`config.mk`:
```
export PLATFORM = sky130hd
export DESIGN_NAME = static_cs_config_timing
export DESIGN_NICKNAME = d
export VERILOG_FILES = /design/src/static_cs_pkg.sv /design/src/static_cs_config_timing.sv /design/src/static_strobe_timer.sv
export SDC_FILE = /design/constraint.sdc
export NUM_CORES = 1
export LEC_CHECK = 0
export BUFFER_PORTS_ARGS = -buffer_cell sky130_fd_sc_hd__buf_2
export CORE_MARGIN = 5
export CORE_UTILIZATION = 35
export CTS_BUF_LIST = sky130_fd_sc_hd__clkbuf_2
export DETAILED_ROUTE_END_ITERATION = 12
export GPL_ROUTABILITY_DRIVEN = 0
export HOLD_SLACK_MARGIN = 0.03
export PLACE_DENSITY = 0.53
export SYNTH_ARGS = -nofsm -noshare
export SYNTH_HDL_FRONTEND = slang
export SYNTH_HIERARCHICAL = 1
export SYNTH_SLANG_ARGS = --single-unit
```
`constraint.sdc`:
```
create_clock -name clk_in -period 4.65 [get_ports clk_in]
set_clock_uncertainty 0.15 [all_clocks]
set_input_delay 0.6975 -clock clk_in [delete_from_list [all_inputs] [get_ports clk_in]]
set_output_delay 0.6975 -clock clk_in [all_outputs]
set_load 0.005 [all_outputs]
```
`src/static_cs_pkg.sv`:
```
// Function
// - chip select is active low when polarity bit is 0, active high when 1.
// - polarity bit loads from its strap on power-on reset; bus reset keeps it.
// - page bit clear gives normal accesses; set allows read bursts of up to four, writes stay single.
// - width field 00 is 8-bit, 01 16-bit, 10 32-bit; banks 0,2,3 reset 8-bit.
// - bank 1 width loads from its two-bit strap on power-on reset.
// - strap-loaded fields read the strap until written, then the last write.
// - only asynchronous normal or page accesses are generated, never sync burst.
// - write enable follows chip select by the write delay plus one cycle.
// - output enable follows chip select or address change by the output delay.
// - output delay of zero asserts output enable with no added delay.
// - delay register accesses complete with one inserted wait state.
package static_cs_pkg;
    localparam int NUM_BANKS = 4;
    localparam logic [7:0] CFG_BASE = 8'h00;
    localparam logic [7:0] WEN_BASE = 8'h10;
    localparam logic [7:0] OEN_BASE = 8'h20;
    localparam int POL_BIT = 6;
    localparam int PAGE_BIT = 3;
    localparam int WIDTH_LSB = 0;
    localparam logic [1:0] WIDTH_8 = 2'h0;
    localparam logic [1:0] WIDTH_16 = 2'h1;
    localparam logic [1:0] WIDTH_32 = 2'h2;
    localparam logic [1:0] WIDTH_RESET = 2'h0;
    localparam logic PAGE_RESET = 1'h0;
    localparam logic [3:0] DELAY_RESET = 4'h0;
    localparam logic [2:0] PAGE_LENGTH = 3'h4;
    localparam logic [31:0] BEAT_TIME_NS = 32'h4;

    typedef struct packed {
        logic pol;
        logic page;
        logic [1:0] width;
        logic [3:0] we_dly;
        logic [3:0] oe_dly;
    } bank_cfg_t;

    typedef struct packed {
        logic valid;
        logic write;
        logic [1:0] bank;
        logic [2:0] beats;
        logic [31:0] addr;
    } mem_req_t;
endpackage : static_cs_pkg

```
`src/static_cs_config_timing.sv`:
```
// Implementation choices: the address-and-strobe port and the register addresses.
`timescale 1ns/10ps
module static_cs_config_timing (
    input wire logic clk_in,
    input wire logic rst_n_in,
    input wire logic power_on_reset_n_in,
    input wire logic [3:0] bank_polarity_strap_in,
    input wire logic [1:0] bank1_width_strap_in,
    input wire logic [7:0] addr_in,
    input wire logic [31:0] wdata_in,
    input wire logic wr_in,
    input wire logic rd_in,
    output logic [31:0] rdata_out,
    output logic ready_out,
    input wire static_cs_pkg::mem_req_t req_in,
    output logic req_ready_out,
    output logic [3:0] cs_out,
    output logic we_n_out,
    output logic oe_n_out,
    output logic [31:0] mem_addr_out,
    output logic [1:0] cur_width_out,
    output logic busy_out
);
    typedef enum logic [3:0] {
        ST_IDLE = 4'h1,
        ST_WAIT = 4'h2,
        ST_BEAT = 4'h4,
        ST_DONE = 4'h8
    } acc_state_t;

    static_cs_pkg::bank_cfg_t cfg_q [static_cs_pkg::NUM_BANKS];
    acc_state_t state_q;
    static_cs_pkg::mem_req_t cur_q;
    logic [2:0] beats_left_q;
    logic started_q;
    logic timer_start;
    logic timer_done;
    logic [3:0] timer_delay;
    logic [3:0] timer_off;
    logic [31:0] rdata_q;
    logic [31:0] rdata_d;
    logic pend_q;
    logic pend_d;
    logic [1:0] idx;
    logic sel_cfg;
    logic sel_wen;
    logic sel_oen;
    logic sel_dly;
    logic reg_acc;
    logic [3:0] wr_bank;
    acc_state_t state_d;
    static_cs_pkg::mem_req_t cur_d;
    logic [2:0] beats_left_d;
    logic [2:0] first_beats;
    logic page_read;
    logic strobe_on;
    logic [1:0] width_q;

    function automatic logic [3:0] bank_onehot(input logic [1:0] b);
        bank_onehot = 4'h1 << b;
    endfunction : bank_onehot

    // register group hit on the upper address nibble
    function automatic logic group_hit(input logic [7:0] a, input logic [7:0] base);
        group_hit = (a[7:4] == base[7:4]);
    endfunction : group_hit

    // page bursts are capped at the page length
    function automatic logic [2:0] clip_beats(input logic [2:0] n);
        if (n > static_cs_pkg::PAGE_LENGTH) begin
            clip_beats = static_cs_pkg::PAGE_LENGTH;
        end else begin
            clip_beats = n;
        end
    endfunction : clip_beats

    // states in which the bank's chip select is driven
    function automatic logic holds_cs(input acc_state_t s);
        holds_cs = (s == ST_WAIT) || (s == ST_BEAT);
    endfunction : holds_cs

    // reserved config bits always read back as zero
    function automatic logic [31:0] cfg_word(input static_cs_pkg::bank_cfg_t c);
        cfg_word = 32'h00000000;
        cfg_word[static_cs_pkg::POL_BIT] = c.pol;
        cfg_word[static_cs_pkg::PAGE_BIT] = c.page;
        cfg_word[static_cs_pkg::WIDTH_LSB +: 2] = c.width;
    endfunction : cfg_word

    function automatic logic [31:0] dly_word(input logic [3:0] d);
        dly_word = {28'h0000000, d};
    endfunction : dly_word

    assign idx = addr_in[3:2];
    assign sel_cfg = group_hit(addr_in, static_cs_pkg::CFG_BASE);
    assign sel_wen = group_hit(addr_in, static_cs_pkg::WEN_BASE);
    assign sel_oen = group_hit(addr_in, static_cs_pkg::OEN_BASE);
    assign sel_dly = sel_wen || sel_oen;
    assign reg_acc = wr_in || rd_in;
    assign wr_bank = wr_in ? bank_onehot(idx) : 4'h0;

    genvar g;
    generate
        for (g = 0; g < static_cs_pkg::NUM_BANKS; g++) begin : g_bank
            logic strap_pend_q;
            // strap levels cannot be loaded under async reset, so catch after release
            always_ff @(posedge clk_in or negedge power_on_reset_n_in) begin
                if (!power_on_reset_n_in) begin
                    strap_pend_q <= 1'b1;
                end else begin
                    strap_pend_q <= 1'b0;
                end
            end
            always_ff @(posedge clk_in or negedge power_on_reset_n_in) begin
                if (!power_on_reset_n_in) begin
                    cfg_q[g].pol <= 1'b0;
                    cfg_q[g].page <= static_cs_pkg::PAGE_RESET;
                    cfg_q[g].width <= static_cs_pkg::WIDTH_RESET;
                    cfg_q[g].we_dly <= static_cs_pkg::DELAY_RESET;
                    cfg_q[g].oe_dly <= static_cs_pkg::DELAY_RESET;
                end else if (strap_pend_q) begin
                    cfg_q[g].pol <= bank_polarity_strap_in[g];
                    cfg_q[g].width <= (g == 1) ? bank1_width_strap_in : static_cs_pkg::WIDTH_RESET;
                end else if (wr_bank[g]) begin
                    if (sel_cfg) begin
                        cfg_q[g].pol <= wdata_in[static_cs_pkg::POL_BIT];
                        cfg_q[g].page <= wdata_in[static_cs_pkg::PAGE_BIT];
                        cfg_q[g].width <= wdata_in[static_cs_pkg::WIDTH_LSB +: 2];
                    end
                    if (sel_wen) begin
                        cfg_q[g].we_dly <= wdata_in[3:0];
                    end
                    if (sel_oen) begin
                        cfg_q[g].oe_dly <= wdata_in[3:0];
                    end
                end
            end
        end
    endgenerate

    // one wait state on delay registers
    // every delay access flags its own wait state, back to back too
    assign pend_d = reg_acc && sel_dly;

    always_ff @(posedge clk_in or negedge rst_n_in) begin
        if (!rst_n_in) begin
            pend_q <= 1'b0;
        end else begin
            pend_q <= pend_d;
        end
    end

    assign ready_out = !pend_q;

    // unmapped groups read as zero
    always_comb begin
        rdata_d = 32'h00000000;
        if (sel_cfg) begin
            rdata_d = cfg_word(cfg_q[idx]);
        end else if (sel_wen) begin
            rdata_d = dly_word(cfg_q[idx].we_dly);
        end else if (sel_oen) begin
            rdata_d = dly_word(cfg_q[idx].oe_dly);
        end
    end

    always_ff @(posedge clk_in or negedge rst_n_in) begin
        if (!rst_n_in) begin
            rdata_q <= 32'h00000000;
        end else if (rd_in) begin
            rdata_q <= rdata_d;
        end
    end

    assign rdata_out = rdata_q;

    assign page_read = cfg_q[req_in.bank].page && !req_in.write;
    assign first_beats = page_read ? clip_beats(req_in.beats) : 3'h1;

    always_comb begin
        state_d = state_q;
        case (state_q)
            ST_IDLE: begin
                if (req_in.valid) begin
                    state_d = ST_WAIT;
                end
            end
            ST_WAIT: begin
                if (timer_done) begin
                    state_d = ST_BEAT;
                end
            end
            ST_BEAT: begin
                if (beats_left_q <= 3'h1) begin
                    state_d = ST_DONE;
                end else begin
                    state_d = ST_WAIT;
                end
            end
            ST_DONE: begin
                state_d = ST_IDLE;
            end
            default: begin
                state_d = ST_IDLE;
            end
        endcase
    end

    // each further page beat is an address change
    always_comb begin
        cur_d = cur_q;
        beats_left_d = beats_left_q;
        case (state_q)
            ST_IDLE: begin
                if (req_in.valid) begin
                    cur_d = req_in;
                    beats_left_d = first_beats;
                end
            end
            ST_BEAT: begin
                if (beats_left_q > 3'h1) begin
                    cur_d.addr = cur_q.addr + 32'h00000004;
                    beats_left_d = beats_left_q - 3'h1;
                end
            end
            default: begin
                beats_left_d = beats_left_q;
            end
        endcase
    end

    always_ff @(posedge clk_in or negedge rst_n_in) begin
        if (!rst_n_in) begin
            state_q <= ST_IDLE;
        end else begin
            state_q <= state_d;
        end
    end

    always_ff @(posedge clk_in or negedge rst_n_in) begin
        if (!rst_n_in) begin
            cur_q <= '0;
        end else begin
            cur_q <= cur_d;
        end
    end

    always_ff @(posedge clk_in or negedge rst_n_in) begin
        if (!rst_n_in) begin
            beats_left_q <= 3'h0;
        end else begin
            beats_left_q <= beats_left_d;
        end
    end

    // width held with the access, so a later config write cannot tear it
    always_ff @(posedge clk_in or negedge rst_n_in) begin
        if (!rst_n_in) begin
            width_q <= static_cs_pkg::WIDTH_RESET;
        end else if (state_q == ST_IDLE && req_in.valid) begin
            width_q <= cfg_q[req_in.bank].width;
        end
    end

    always_ff @(posedge clk_in or negedge rst_n_in) begin
        if (!rst_n_in) begin
            started_q <= 1'b0;
        end else begin
            started_q <= (state_q == ST_WAIT);
        end
    end

    // restart on chip select or address change
    assign timer_start = (state_q == ST_WAIT) && !started_q;
    assign timer_delay = cur_q.write ? cfg_q[cur_q.bank].we_dly : cfg_q[cur_q.bank].oe_dly;
    assign timer_off = cur_q.write ? 4'h1 : 4'h0;

    static_strobe_timer u_timer (
        .clk_in(clk_in),
        .rst_n_in(rst_n_in),
        .start_in(timer_start),
        .delay_in(timer_delay),
        .offset_in(timer_off),
        .done_out(timer_done)
    );

    logic [3:0] cs_act;
    assign cs_act = holds_cs(state_q) ? bank_onehot(cur_q.bank) : 4'h0;
    generate
        for (g = 0; g < static_cs_pkg::NUM_BANKS; g++) begin : g_cs
            assign cs_out[g] = cfg_q[g].pol ? cs_act[g] : !cs_act[g];
        end
    endgenerate


    // strobe stands from the end of the delay through the beat
    always_comb begin
        strobe_on = 1'b0;
        case (state_q)
            ST_WAIT: strobe_on = timer_done;
            ST_BEAT: strobe_on = 1'b1;
            default: strobe_on = 1'b0;
        endcase
    end

    assign we_n_out = !(cur_q.write && strobe_on);
    assign oe_n_out = !(!cur_q.write && strobe_on);
    assign mem_addr_out = cur_q.addr;
    assign cur_width_out = width_q;
    assign busy_out = (state_q != ST_IDLE);
    assign req_ready_out = (state_q == ST_IDLE);
endmodule : static_cs_config_timing

```
`src/static_strobe_timer.sv`:
```
`timescale 1ns/10ps
module static_strobe_timer (
    input wire logic clk_in,
    input wire logic rst_n_in,
    input wire logic start_in,
    input wire logic [3:0] delay_in,
    input wire logic [3:0] offset_in,
    output logic done_out
);
    logic [4:0] cnt_q;
    logic run_q;
    logic [4:0] target;
    assign target = {1'b0, delay_in} + {1'b0, offset_in};
    logic [5:0] elapsed;
    assign elapsed = {1'b0, cnt_q} + 6'h01;
    // start cycle counts as the first cycle of the delay, and a stale count is ignored then
    assign done_out = start_in ? (target == 5'h00) : (run_q && (elapsed >= {1'b0, target}));
    always_ff @(posedge clk_in or negedge rst_n_in) begin
        if (!rst_n_in) begin
            cnt_q <= 5'h00;
            run_q <= 1'b0;
        end else if (start_in) begin
            cnt_q <= 5'h00;
            run_q <= 1'b1;
        end else if (run_q && cnt_q != 5'h1F) begin
            cnt_q <= cnt_q + 5'h01;
        end
    end
endmodule : static_strobe_timer

```
* Word-level counts from Yosys, hierarchy flattened
Index checks and enable logic that the tools add are counted.
** Operators by class
- Add/subtract/negate cells :: 5
- Magnitude comparators :: 7
- Equal/unequal tests :: 10
- Shift-type cells :: 2
- Muxes and demuxes :: 60
- Bitwise logic cells :: 4
- Reduce and logical (&&, ||, !) cells :: 49
** Operators by type and width (number)
- two-way mux 4 bit :: 20
- binary-select mux 12 bit (select 2 bit) :: 3
- two-way mux 12 bit :: 6
- two-way mux 32 bit :: 2
- one-hot mux 32 bit (2 select lines) :: 1
- AND reduction 3 bit :: 13
- adder 32 x 3 -> 32 bit (second input constant) :: 1
- two-way mux 11 bit :: 2
- two-way mux 8 bit :: 2
- nonzero test 2 bit :: 7
- two-way mux 3 bit :: 4
- one-hot mux 4 bit (3 select lines) :: 1
- AND reduction 2 bit :: 6
- logical NOT 1 bit :: 10
- two-way mux 1 bit :: 10
- two-way mux 5 bit :: 2
- greater-or-equal comparator 3 bit (second input constant) :: 3
- NOT 2 -> 3 bit :: 3
- equality test 4 x 1 -> 1 bit (second input constant) :: 2
- equality test 4 x 2 -> 1 bit (second input constant) :: 2
- logical AND 1 bit :: 8
- two-way mux 2 bit :: 4
- << shifter 1 x 2 -> 4 bit (first input constant) :: 2
- two-way mux 7 bit :: 1
- 18 further kinds :: 22
** Word-level totals
- Register bits after elaboration :: 133
- Output and inout bits :: 75
- Word-level logic and storage cells :: 169

* Longest topological paths before layout
Gate-level depths: netlist (run 1).
- Word-level depth :: 12
- Mapped depth :: 15
- Depth with buffers taken out :: 14

* Cells and area by module
Netlist (run 1), hierarchy kept.
** Modules (own cells, without submodules)
- static_cs_config_timing :: times used 1, cells each 600, area an instance 6032.0 um^2
- static_strobe_timer :: times used 1, cells each 57, area an instance 564.3 um^2

* Least setup slack after synthesis (run 1)
OpenSTA, ideal clock, no wires.
- Kind :: reg2out
- Start point :: reg cur_q[35] in the netlist's numbering
- End point :: out we_n_out
- Arrival time :: 3.308 ns
- Slack :: 0.495 ns
- Stages on the path, launching flop included :: 14
- Cells stage by stage :: dfrtp_1 > buf_2 > mux4_2 > mux2_2 > ha_1 > fa_1 > inv_1 > ha_1 > o21ai_0 > a21oi_1 > o31ai_1 > o211ai_2 > and2_1 > o21ai_0
** On the way
- Longest elaborated chain between the ends :: 12
** Ends and longest elaborated chain
- from (decl) :: line static_cs_config_timing.sv:33 : static_cs_pkg::mem_req_t cur_q;
- from (signal assigned) :: line static_cs_config_timing.sv:244 : cur_q <= cur_d;
- NOT 2 -> 3 bit (not written as such) * :: line static_cs_config_timing.sv:275 : assign timer_delay = cur_q.write ? cfg_q[cur_q.bank].we_dly : cfg_q[cur_q.bank].oe_dly;
- binary-select mux 12 bit (select 2 bit) * :: line static_cs_config_timing.sv:275
- two-way mux 8 bit (not written as such) * (2 in a row) :: line static_cs_config_timing.sv:275
- two-way mux 4 bit * :: line static_cs_config_timing.sv:275
- via timer_delay[0] :: line static_cs_config_timing.sv:38 : logic [3:0] timer_delay;
- adder 4 x 1 -> 5 bit * :: line static_strobe_timer.sv:13 : assign target = {1'b0, delay_in} + {1'b0, offset_in};
- greater-or-equal comparator 6 x 5 -> 1 bit :: line static_strobe_timer.sv:17 : assign done_out = start_in ? (target == 5'h00) : (run_q && (elapsed >= {1'b0, target}));
- logical AND 1 bit :: line static_strobe_timer.sv:17
- two-way mux 1 bit * :: line static_strobe_timer.sv:17
- via timer_done :: line static_cs_config_timing.sv:37 : logic timer_done;
- one-hot mux 1 bit (2 select lines) * :: line static_cs_config_timing.sv:299 : case (state_q)
- logical AND 1 bit * :: line static_cs_config_timing.sv:306 : assign we_n_out = !(cur_q.write && strobe_on);
- logical NOT 1 bit * :: line static_cs_config_timing.sv:306
- to (decl) :: line static_cs_config_timing.sv:18 : output logic we_n_out,
Mark *: on every way through the listed nets, which the timed path passes. The rest lies on a longest branch. The select of a mux whose other input is x is not followed.

* Worst setup path after layout (run 1)
- Start point :: reg cur_q[35] in the netlist's numbering
- End point :: out oe_n_out
** On the way
- Longest elaborated chain between the ends :: 12
** Ends and longest elaborated chain
- NOT 2 -> 3 bit (not written as such) * :: line static_cs_config_timing.sv:275
- binary-select mux 12 bit (select 2 bit) * :: line static_cs_config_timing.sv:275
- two-way mux 8 bit (not written as such) * (2 in a row) :: line static_cs_config_timing.sv:275
- two-way mux 4 bit * :: line static_cs_config_timing.sv:275
- via timer_delay[0] :: line static_cs_config_timing.sv:38
- adder 4 x 1 -> 5 bit * :: line static_strobe_timer.sv:13
- greater-or-equal comparator 6 x 5 -> 1 bit :: line static_strobe_timer.sv:17
- logical AND 1 bit :: line static_strobe_timer.sv:17
- two-way mux 1 bit * :: line static_strobe_timer.sv:17
- via timer_done :: line static_cs_config_timing.sv:37
- one-hot mux 1 bit (2 select lines) * :: line static_cs_config_timing.sv:299
- logical AND 1 bit * :: line static_cs_config_timing.sv:307 : assign oe_n_out = !(!cur_q.write && strobe_on);
- logical NOT 1 bit * :: line static_cs_config_timing.sv:307
- to (decl) :: line static_cs_config_timing.sv:19 : output logic oe_n_out,
Marked as above.

==> results of run 1 <==
-- metal layers --
| metal | share of wire | vias up | wire, um |
|---|---|---|---|
| li1 | - | 2443 | - |
| met1 | 0.44 | 2556 | 7490 |
| met2 | 0.49 | 164 | 8490 |
| met3 | 0.059 | 21 | 1010 |
| met4 | 0.012 | 0 | 209 |
| met5 | 0 | - | 0 |
-- layout make-up --
class,count,area [sq um]
fill,1894,11300
multi-input combinational,474,3490
sequential,106,2660
timing repair buffer,130,737
tap,234,293
clock inverter,6,72.6
inverter,14,52.6
clock buffer,9,45.0
antenna,1,2.50
-- registers in the layout, summed over array words and instances, names as in the netlist --
register	cells
state_q	4
g_bank.strap_pend_q	1
u_timer/cnt_q	5
started_q	1
mem_addr_out	32
cfg_q	48
cur_q	3
rdata_out	5
pend_q	1
cur_width_out	2
beats_left_q	3
u_timer/run_q	1
-- kinds of logic after synthesis --
family	count (synthesis)	share of synthesized area
flip-flops	106	0.403
buffers and inverters	108	0.0998
XOR/XNOR	11	0.0146
multiplexers	75	0.165
AND/OR/NAND/NOR	209	0.162
other	1	0.000568
adder cells (fa/ha/maj)	15	0.0296
AO/OA/AOI/OAI	132	0.126
-- per-stage QoR --
| step | hold WS, ns | setup WS, ns |
|---|---|---|
| final | 0.0625 | -0.260 |
| after detailed placement | 0.316 | 0.0105 |
| after CTS | 0.0318 | -0.332 |
| after global routing | 0.0341 | -0.541 |
| after global placement | 0.307 | 0.0260 |
| after floorplan | 0.252 | 0.495 |
-- cells in the mapped netlist, types with 6 or more instances --
cell type and number:
a22oi_1 8, o21ai_0 28, buf_2 15, nor2b_1 7, dfrtp_1 104, nand3_1 26
and3_1 7, inv_1 14, nor2_1 41, a21oi_1 38, xor2_1 6, mux2_2 40
o211ai_1 6, nand2_1 75, ha_1 14, clkbuf_1 14, buf_4 62, o22ai_1 12
mux2i_1 12, mux4_2 23, nand4_1 10
-- worst max-delay path by stage --
| stage | from | end | slack (ns) | cells past startpoint |
|---|---|---|---|---|
| after global placement | cur_q[35] | we_n_out | 0.03 | 14 |
| after floorplan | cur_q[35] | we_n_out | 0.49 | 13 |
| final | cur_q[35] | oe_n_out | -0.26 | 13 |
| after CTS | cur_q[35] | oe_n_out | -0.33 | 13 |
| after global routing | cur_q[35] | oe_n_out | -0.54 | 16 |
| after detailed placement | cur_q[35] | we_n_out | 0.01 | 14 |
-- worst reg2reg max path, cell delays in order, from the launching register on --
cell and delay [ns]:
dfrtp_2 0.53, mux4_2 0.55, mux2_4 0.31, ha_4 0.17, fa_2 0.55, inv_2 0.05
ha_4 0.23, o21ai_1 0.15, a21oi_1 0.06, o31ai_1 0.28, o211ai_2 0.13, buf_4 0.15
o21ai_0 0.16
-- power groups by stage --
stage | clock, mW | combinational, mW | sequential [mW]
2_1_floorplan | 0 | 1.12 | 1.38
3_3_place_gp | 0 | 1.30 | 1.49
3_5_place_dp | 0 | 1.33 | 1.51
4_1_cts | 0.487 | 1.43 | 1.49
5_1_grt | 0.518 | 1.64 | 1.54
6_report | 0.458 | 1.47 | 1.49
-- repair_timing --
| action | in CTS | in global routing |
|---|---|---|
| resized for setup | 19 | 1 |
| setup endpoints to repair | 2 | 2 |
| setup buffers | 4 | 2 |
| pin swaps | 12 | 7 |
| hold buffers | 2 | 4 |
| endpoints found under the hold margin | 37 | 4 |
==> results by group, run 1 <==
Clock tree
  • CTS tree: yes
  • Clock latency on the worst-skew pair: 0.64 ns
  • H-tree levels: 3
  • Clock tree buffer depth: 2
  • TritonCTS buffer count: 9
  • Clock sink count: approximately 110
  • Reg clk slew, reported paths: between 0.3 and 0.4 ns
  • Clock root buffer: clkbuf_2

Final layout
  • Post-route cell area: 7350 sq um
  • Fin util: 0.394
  • Most frequent cells in the layout: buf_2 (108), dfrtp_1 (102), nand2_1 (75), nor2_1 (41), mux2_2 (38)
  • Most common cell after layout, fill and taps aside: buf_2
  • Final cell count without fillers: around 1000
  • Final Net Count: 840
  • Layout area overhead: 11.5%
  • Layout cell share with drive strength beyond 1: 0.315

Power
  • Logic pwr share: 0.430
  • LEAKAGE: 3.36 nW
  • Power Dens Cells: 464 nW/um^2
  • Net Sw Frac: 0.409
  • P_sw: around 1.4 mW
  • Cell Int Power: 2.02 mW
  • Power Total: ~3.4 mW
  • VDD IR max: 162 uV
  • Power share of the clock group: 0.134
  • Share of power burned in registers: 0.436

STA
  • Final Cycle Share: 1.06
  • Slew Limit Headroom: 0.258
  • Final setup fails: 2
  • Setup slack after layout: -0.260 ns
  • Slew Viols, Final: 0
  • Unrepaired setup endpoints after global routing: true
  • Fmax: slightly above 0.2 GHz
  • Worst slew pin tran: 1.11 ns
  • Fin. Hold Viols: 0
  • Final period demand of the worst path: 4.91 ns
  • Total negative slack: -0.497 ns

Place
  • Placed cell area: 7030 sq um
  • DPL Wire Length: 12500 um
  • Placed cells: 947
  • Number of port buffers: ~110

Die
  • Die area: around 22000 sq um
  • # IOs: around 170
  • Die Width: roughly 150 um
  • Chip height: approximately 150 um
  • Initial Util: 0.354
  • Core area: 18600 sq um
  • # rows: 50

Synth
  • Post-synth ARST share: 1.00
  • Top post-synthesis cells by area: dfrtp_1 (39%), mux4_2 (7.9%), buf_4 (7.1%), mux2_2 (6.8%), nand2_1 (4.3%)
  • Syn avg cell area: between 10 and 15 sq um
  • Yosys top cell by area: dfrtp_1
  • Register area share after synthesis: 0.403
  • EDFF count, synth: 0
  • Post-synth top area share: 0.395
  • Yosys synthesis warning count: 6
  • Mapped cell area: between 6000 and 7000 sq um
  • Main synth FF type: dfrtp_1
  • Cells after synthesis: 657
  • Yosys reg bits: 106
  • Distinct cells, synth: 68

Detailed routing
  • DR pass1 iterations: 4
  • Via density: 5.32
  • DRC viols: 0
  • DR iter-0 viols: around 180
  • WL/cell: 17.7 um
  • ANT nets after route: 0
  • DR vias: between 5000 and 6000
  • Detailed Route WL: 17200 um

Global routing
  • Met2 usage: 0.268
  • Largest net degree at the start of global routing: between 50 and 60
  • Initial antenna violation count: 1
  • Vias in the first global route: between 5000 and 6000
  • Top Usage Layer GRT: met2
  • First-pass GRT wire length: about 28000 um
  • GR Util All Layers: 0.159
  • Met1 GRT Util: 0.210
  • GR Overflow Total: 0
  • Met3 Use GR: 0.0379

Worst setup path
  • Start of the worst register-to-register path: cur_q[35]
  • Worst path max stage delay: 0.55 ns
  • Worst-path fanout max: 4
  • Critical Path Start Type: register
  • Critical-path top delay cell: mux4_2
  • R2R Setup Slk: about 1.1 ns
  • WP data arrival: 4.06 ns
  • Worst r2r dst: state_q[1]
  • Setup CP Type: reg -> out
  • CP most frequent cell: ha_4
  • Crit. End Element: output pin
  • Worst-path cell chain: mux4_2 > mux2_4 > ha_4 > fa_2 > inv_2 > ha_4 > o21ai_1 > a21oi_1 > o31ai_1 > o211ai_2 > and2_4 > o21bai_1 > buf_2
  • Crit path max-delay family: adder cells
  • R2R depth: 12
  • CP bufs+invs: 2
  • Required time of the critical path: 3.80 ns

Hold path
  • Hold Crit Class: in -> async

Flow run
  • Max-cap violations: 0

Run status
  • Outcome: finished, violations left
  • Failing checks: setup timing
Note: power is estimated with default switching activity, not from simulation.
==> run 2: changes to the inputs <==
- CELL_PAD_IN_SITES_DETAIL_PLACEMENT: not set -> 2
- CELL_PAD_IN_SITES_GLOBAL_PLACEMENT: not set -> 2
- CORE_UTILIZATION: 35 -> 34
- MAX_ROUTING_LAYER: not set -> met4
- PLACE_DENSITY: 0.53 -> 0.79
==> results by group, run 2 (synthesis results as in run 1) <==
Clock tree
  • H-tree levels: 3
  • Clock root buffer: clkbuf_2
  • CTS tree: yes
  • Clock tree buffer depth: 2
  • Clock latency on the worst-skew pair: 0.67 ns
  • Clock sink count: 106
  • TritonCTS buffer count: 9
  • Reg clk slew, reported paths: 0.33 ns

Global routing
  • GR Util All Layers: 0.191
  • First-pass GRT wire length: 33000 um
  • Vias in the first global route: 5939
  • Largest net degree at the start of global routing: 53
  • Initial antenna violation count: 1
  • GR Overflow Total: 0

Final layout
  • Filler cells: 2127
  • Layout cell share with drive strength beyond 1: 0.327
  • Max FFs per register: 48
  • Multi-input gate area: ~3500 sq um
  • Reg with most FFs: cfg_q
  • Seq. cell area: roughly 2700 sq um
  • Final Net Count: around 840
  • Most frequent cells in the layout: buf_2 (108), dfrtp_1 (102), nand2_1 (75), nor2_1 (40), mux2_2 (37)
  • Layout area overhead: 12.1%
  • Fin util: 0.384
  • Most common cell after layout, fill and taps aside: buf_2

Power
  • P_sw: 1.56 mW
  • Share of power burned in registers: 0.426
  • VDD IR max: 139 uV
  • Power Total: 3.56 mW
  • Cell Int Power: 2.00 mW
  • Power share of the clock group: 0.125
  • Net Sw Frac: 0.438
  • LEAKAGE: 3.34 nW
  • Logic pwr share: 0.449
  • Power Dens Cells: around 480 nW/um^2

STA
  • WHS: 0.0478 ns
  • Slew Viols, Final: 0
  • Final setup fails: 2
  • Worst slew pin tran: 1.16 ns
  • Slew Limit Headroom: 0.224
  • Total negative slack: -0.808 ns
  • Final Cycle Share: 1.09
  • Setup slack after layout: -0.413 ns
  • Fmax: 0.197 GHz
  • Final period demand of the worst path: roughly 5.1 ns
  • Fin. Hold Viols: 0
  • Unrepaired setup endpoints after global routing: true

Die
  • Die area: 22300 sq um
  • # IOs: 165
  • Initial Util: 0.342
  • Core area: 19300 sq um
  • Die Width: 149 um
  • Chip height: about 150 um
  • # rows: 51

Worst setup path
  • Critical-path top delay cell: dfrtp_2
  • R2R Setup Slk: 0.99 ns
  • Worst-path fanout max: 6
  • CP most frequent cell: ha_4
  • Worst path max stage delay: 0.55 ns
  • Crit. End Element: output pin
  • Worst-path cell chain: buf_4 > buf_6 > mux4_2 > mux2_4 > ha_4 > a21oi_2 > xnor2_2 > inv_2 > ha_4 > nor2_2 > nor4bb_2 > o31ai_2 > o211ai_2 > and2_4 > o21bai_1 > buf_2
  • Required time of the critical path: 3.80 ns
  • Setup CP Type: reg -> out
  • WP data arrival: ~4.2 ns
  • Critical Path Start Type: register

Flow run
  • Max-cap violations: 0

Detailed routing
  • DRC viols: 0
  • WL/cell: 21.0 um
  • DR iter-0 viols: 198
  • ANT nets after route: 0
  • DR vias: 5419
  • DR pass1 iterations: 4
  • Via density: 5.40
  • Detailed Route WL: roughly 21000 um

Place
  • DPL Wire Length: 15200 um
  • Number of port buffers: between 100 and 150

Run status
  • Outcome: finished, violations left
  • Failing checks: setup timing

Hold path
  • Hold Crit Class: in -> async
[run 2: path summary, 6_finish.rpt]
kind / end / cells past startpoint / startpoint
max in group asynchronous: mem_addr_out[14] / 3 / rst_n_in
max: oe_n_out / 16 / cur_q[35]
min in group clk_in: cfg_q[35] / 3 / bank_polarity_strap_in[1]
min: cfg_q[14] / 1 / power_on_reset_n_in
min reg2reg: cur_width_out[0] / 2 / cur_width_out[0]
max reg2reg: state_q[1] / 13 / cur_q[35]
[run 2: layout make-up]
type                            count  area share
Timing Repair Buffer              127      0.0944
Multi-Input combinational cell    474       0.479
Inverter                           14     0.00711
Clock buffer                        9     0.00609
Clock inverter                      7     0.00846
Tap cell                          265      0.0448
Antenna cell                        1    0.000338
Sequential cell                   106       0.359
[run 2: per-layer routing]
layer	part of all wire	wire length, um	global-route usage
met1	0.43	9000	0.241
met2	0.51	10800	0.325
met3	0.044	922	0.0340
met4	0.014	299	0.0430
met5	0	0	-
[run 2: critical path, delay by kind of cell, from the launching register on]
family	cells	cell delay (ns)
fa+ha+maj	2	0.51
buf+inv	4	0.49
simple gates	3	0.57
compound gates	4	0.48
xor+xnor	1	0.15
mux	2	0.81
flops	1	0.55
[run 2: per-stage QoR]
step                std cells  worst slack [ns]  instance area [sq um]
floorplan                 688             0.495                   6710
global placement          976            0.0748                   7050
detailed placement        976           -0.0601                   7050
CTS                       998            -0.422                   7280
global route             1003            -0.600                   7390
finish                   1003            -0.413                   7390
[run 2: what timing repair did]
action | CTS | global route
resized for setup | 16 | 13
pin swaps | 9 | 10
hold endpoints to repair | 19 | 0
endpoints found under the setup margin | 2 | 2
setup buffers | 3 | 4
gates cloned | 0 | 0
hold buffers | 3 | 0
[run 2: power by group through the flow]
stage	logic [mW]	registers, mW	clock network [mW]
after CTS	1.45	1.51	0.460
final	1.60	1.52	0.445
after global routing	1.77	1.56	0.495
after global placement	1.29	1.50	0
after detailed placement	1.37	1.53	0
after floorplan	1.12	1.38	0
==> run 3: changes to the inputs <==
- CORE_MARGIN: 5 -> 3
- CTS_CLUSTER_DIAMETER: not set -> 120
==> results by group, run 3 (synthesis results as in run 1) <==
STA
  • WHS: 0.100 ns
  • Total negative slack: -0.735 ns
  • Unrepaired setup endpoints after global routing: true
  • Slew Viols, Final: 0
  • Worst slew pin tran: 1.19 ns
  • Setup slack after layout: -0.373 ns
  • Final setup fails: 2
  • Final Cycle Share: 1.08
  • Fmax: about 0.2 GHz
  • Slew Limit Headroom: 0.210
  • Fin. Hold Viols: 0
  • Final period demand of the worst path: 5.02 ns

Die
  • Die Width: 145 um
  • Die area: 21100 sq um
  • Initial Util: 0.349
  • # IOs: 165
  • # rows: 50
  • Chip height: 145 um
  • Core area: 18900 sq um

Worst setup path
  • Crit. End Element: output pin
  • Required time of the critical path: 3.80 ns
  • Setup CP Type: reg -> out
  • Worst-path fanout max: 7
  • WP data arrival: 4.18 ns
  • Critical Path Start Type: register

Clock tree
  • CTS tree: yes
  • Clock tree buffer depth: 2
  • TritonCTS buffer count: 9
  • Clock latency on the worst-skew pair: 0.66 ns
  • H-tree levels: 3
  • Clock sink count: around 110
  • Clock root buffer: clkbuf_2
  • Reg clk slew, reported paths: 0.34 ns

Final layout
  • Most common cell after layout, fill and taps aside: buf_2
  • Most frequent cells in the layout: buf_2 (108), dfrtp_1 (102), nand2_1 (75), nor2_1 (40), mux2_2 (37)
  • Layout area overhead: 13.5%
  • Layout cell share with drive strength beyond 1: 0.325
  • Max FFs per register: 48
  • Reg with most FFs: cfg_q
  • Final Net Count: about 850

Run status
  • Failing checks: setup timing
  • Outcome: finished, violations left

Detailed routing
  • ANT nets after route: 0
  • WL/cell: 20.9 um
  • Detailed Route WL: 21000 um
  • DR pass1 iterations: 4
  • Via density: between 5 and 6
  • DR vias: roughly 5400
  • DRC viols: 0
  • DR iter-0 viols: 207

Global routing
  • GR Overflow Total: 0
  • Largest net degree at the start of global routing: 50
  • GR Util All Layers: 0.203
  • Initial antenna violation count: 1
  • Vias in the first global route: 6181
  • First-pass GRT wire length: approximately 34000 um

Power
  • VDD IR max: 146 uV
  • Power Dens Cells: slightly below 500 nW/um^2
  • LEAKAGE: approximately 3.4 nW

Place
  • Number of port buffers: 108
  • DPL Wire Length: approximately 15000 um

Hold path
  • Hold Crit Class: in -> reg

Flow run
  • Max-cap violations: 0
[run 3: area by class of cell]
type,count,area [sq um]
inverter,14,52.6
clock inverter,7,76.3
fill,2086,11400
timing repair buffer,135,773
multi-input combinational,474,3550
tap,260,325
sequential,106,2660
clock buffer,9,45.0
antenna,2,5.00
[run 3: worst max-delay path, cell delays in order (launching register included)]
cell and delay, ns:
dfrtp_2 0.59, mux4_2 0.57, mux2_4 0.31, ha_4 0.17
fa_2 0.39, a21o_1 0.19, a21oi_2 0.17, ha_1 0.18
a31oi_1 0.05, or3b_1 0.39, o211ai_2 0.11, and2_4 0.21
o21bai_1 0.06, buf_2 0.14
[run 3: stage by stage]
stage | total power [mW] | util | instance area (sq um) | setup WS, ns | instances
2_1_floorplan | 2.50 | - | 6710 | 0.495 | 688
3_3_place_gp | 2.79 | 0.373 | 7050 | 0.101 | 972
3_5_place_dp | 2.92 | 0.373 | 7050 | -0.176 | 972
4_1_cts | 3.59 | 0.392 | 7410 | -0.488 | 1000
5_1_grt | 3.92 | 0.396 | 7490 | -0.619 | 1007
6_report | 3.62 | 0.396 | 7490 | -0.373 | 1007
[run 3: what timing repair did]
| action | 4_1_cts | 5_1_grt |
|---|---|---|
| endpoints found under the setup margin | 2 | 2 |
| hold buffers | 7 | 2 |
| hold endpoints to repair | 39 | 2 |
| setup buffers | 5 | 3 |
| pin swaps | 10 | 10 |
| gates resized for setup | 29 | 4 |
[run 3: path summary, 6_finish.rpt]
path | from | to | slack (ns) | depth (start not counted)
setup / recovery | cur_q[35] | oe_n_out | -0.37 | 13
hold / removal | bank_polarity_strap_in[2] | cfg_q[23] | 0.1 | 3
setup reg to reg | cur_q[35] | state_q[2] | 0.94 | 13
hold reg to reg | mem_addr_out[0] | mem_addr_out[0] | 0.38 | 2
max in group asynchronous | power_on_reset_n_in | cfg_q[47] | 3.04 | 2
min in group asynchronous | rst_n_in | beats_left_q[2] | 0.31 | 2
[run 3: routing by layer]
| metal | global-route usage | share of wire |
|---|---|---|
| met4 | 0.0399 | 0.011 |
| met2 | 0.351 | 0.52 |
| met3 | 0.0403 | 0.036 |
| met1 | 0.249 | 0.43 |
| met5 | - | 0 |
[run 3: report_power, final]
group / internal, mW / switching, mW
clock network: 0.0950 / 0.380
logic: 0.782 / 0.843
registers: 1.16 / 0.357
total: 2.04 / 1.58
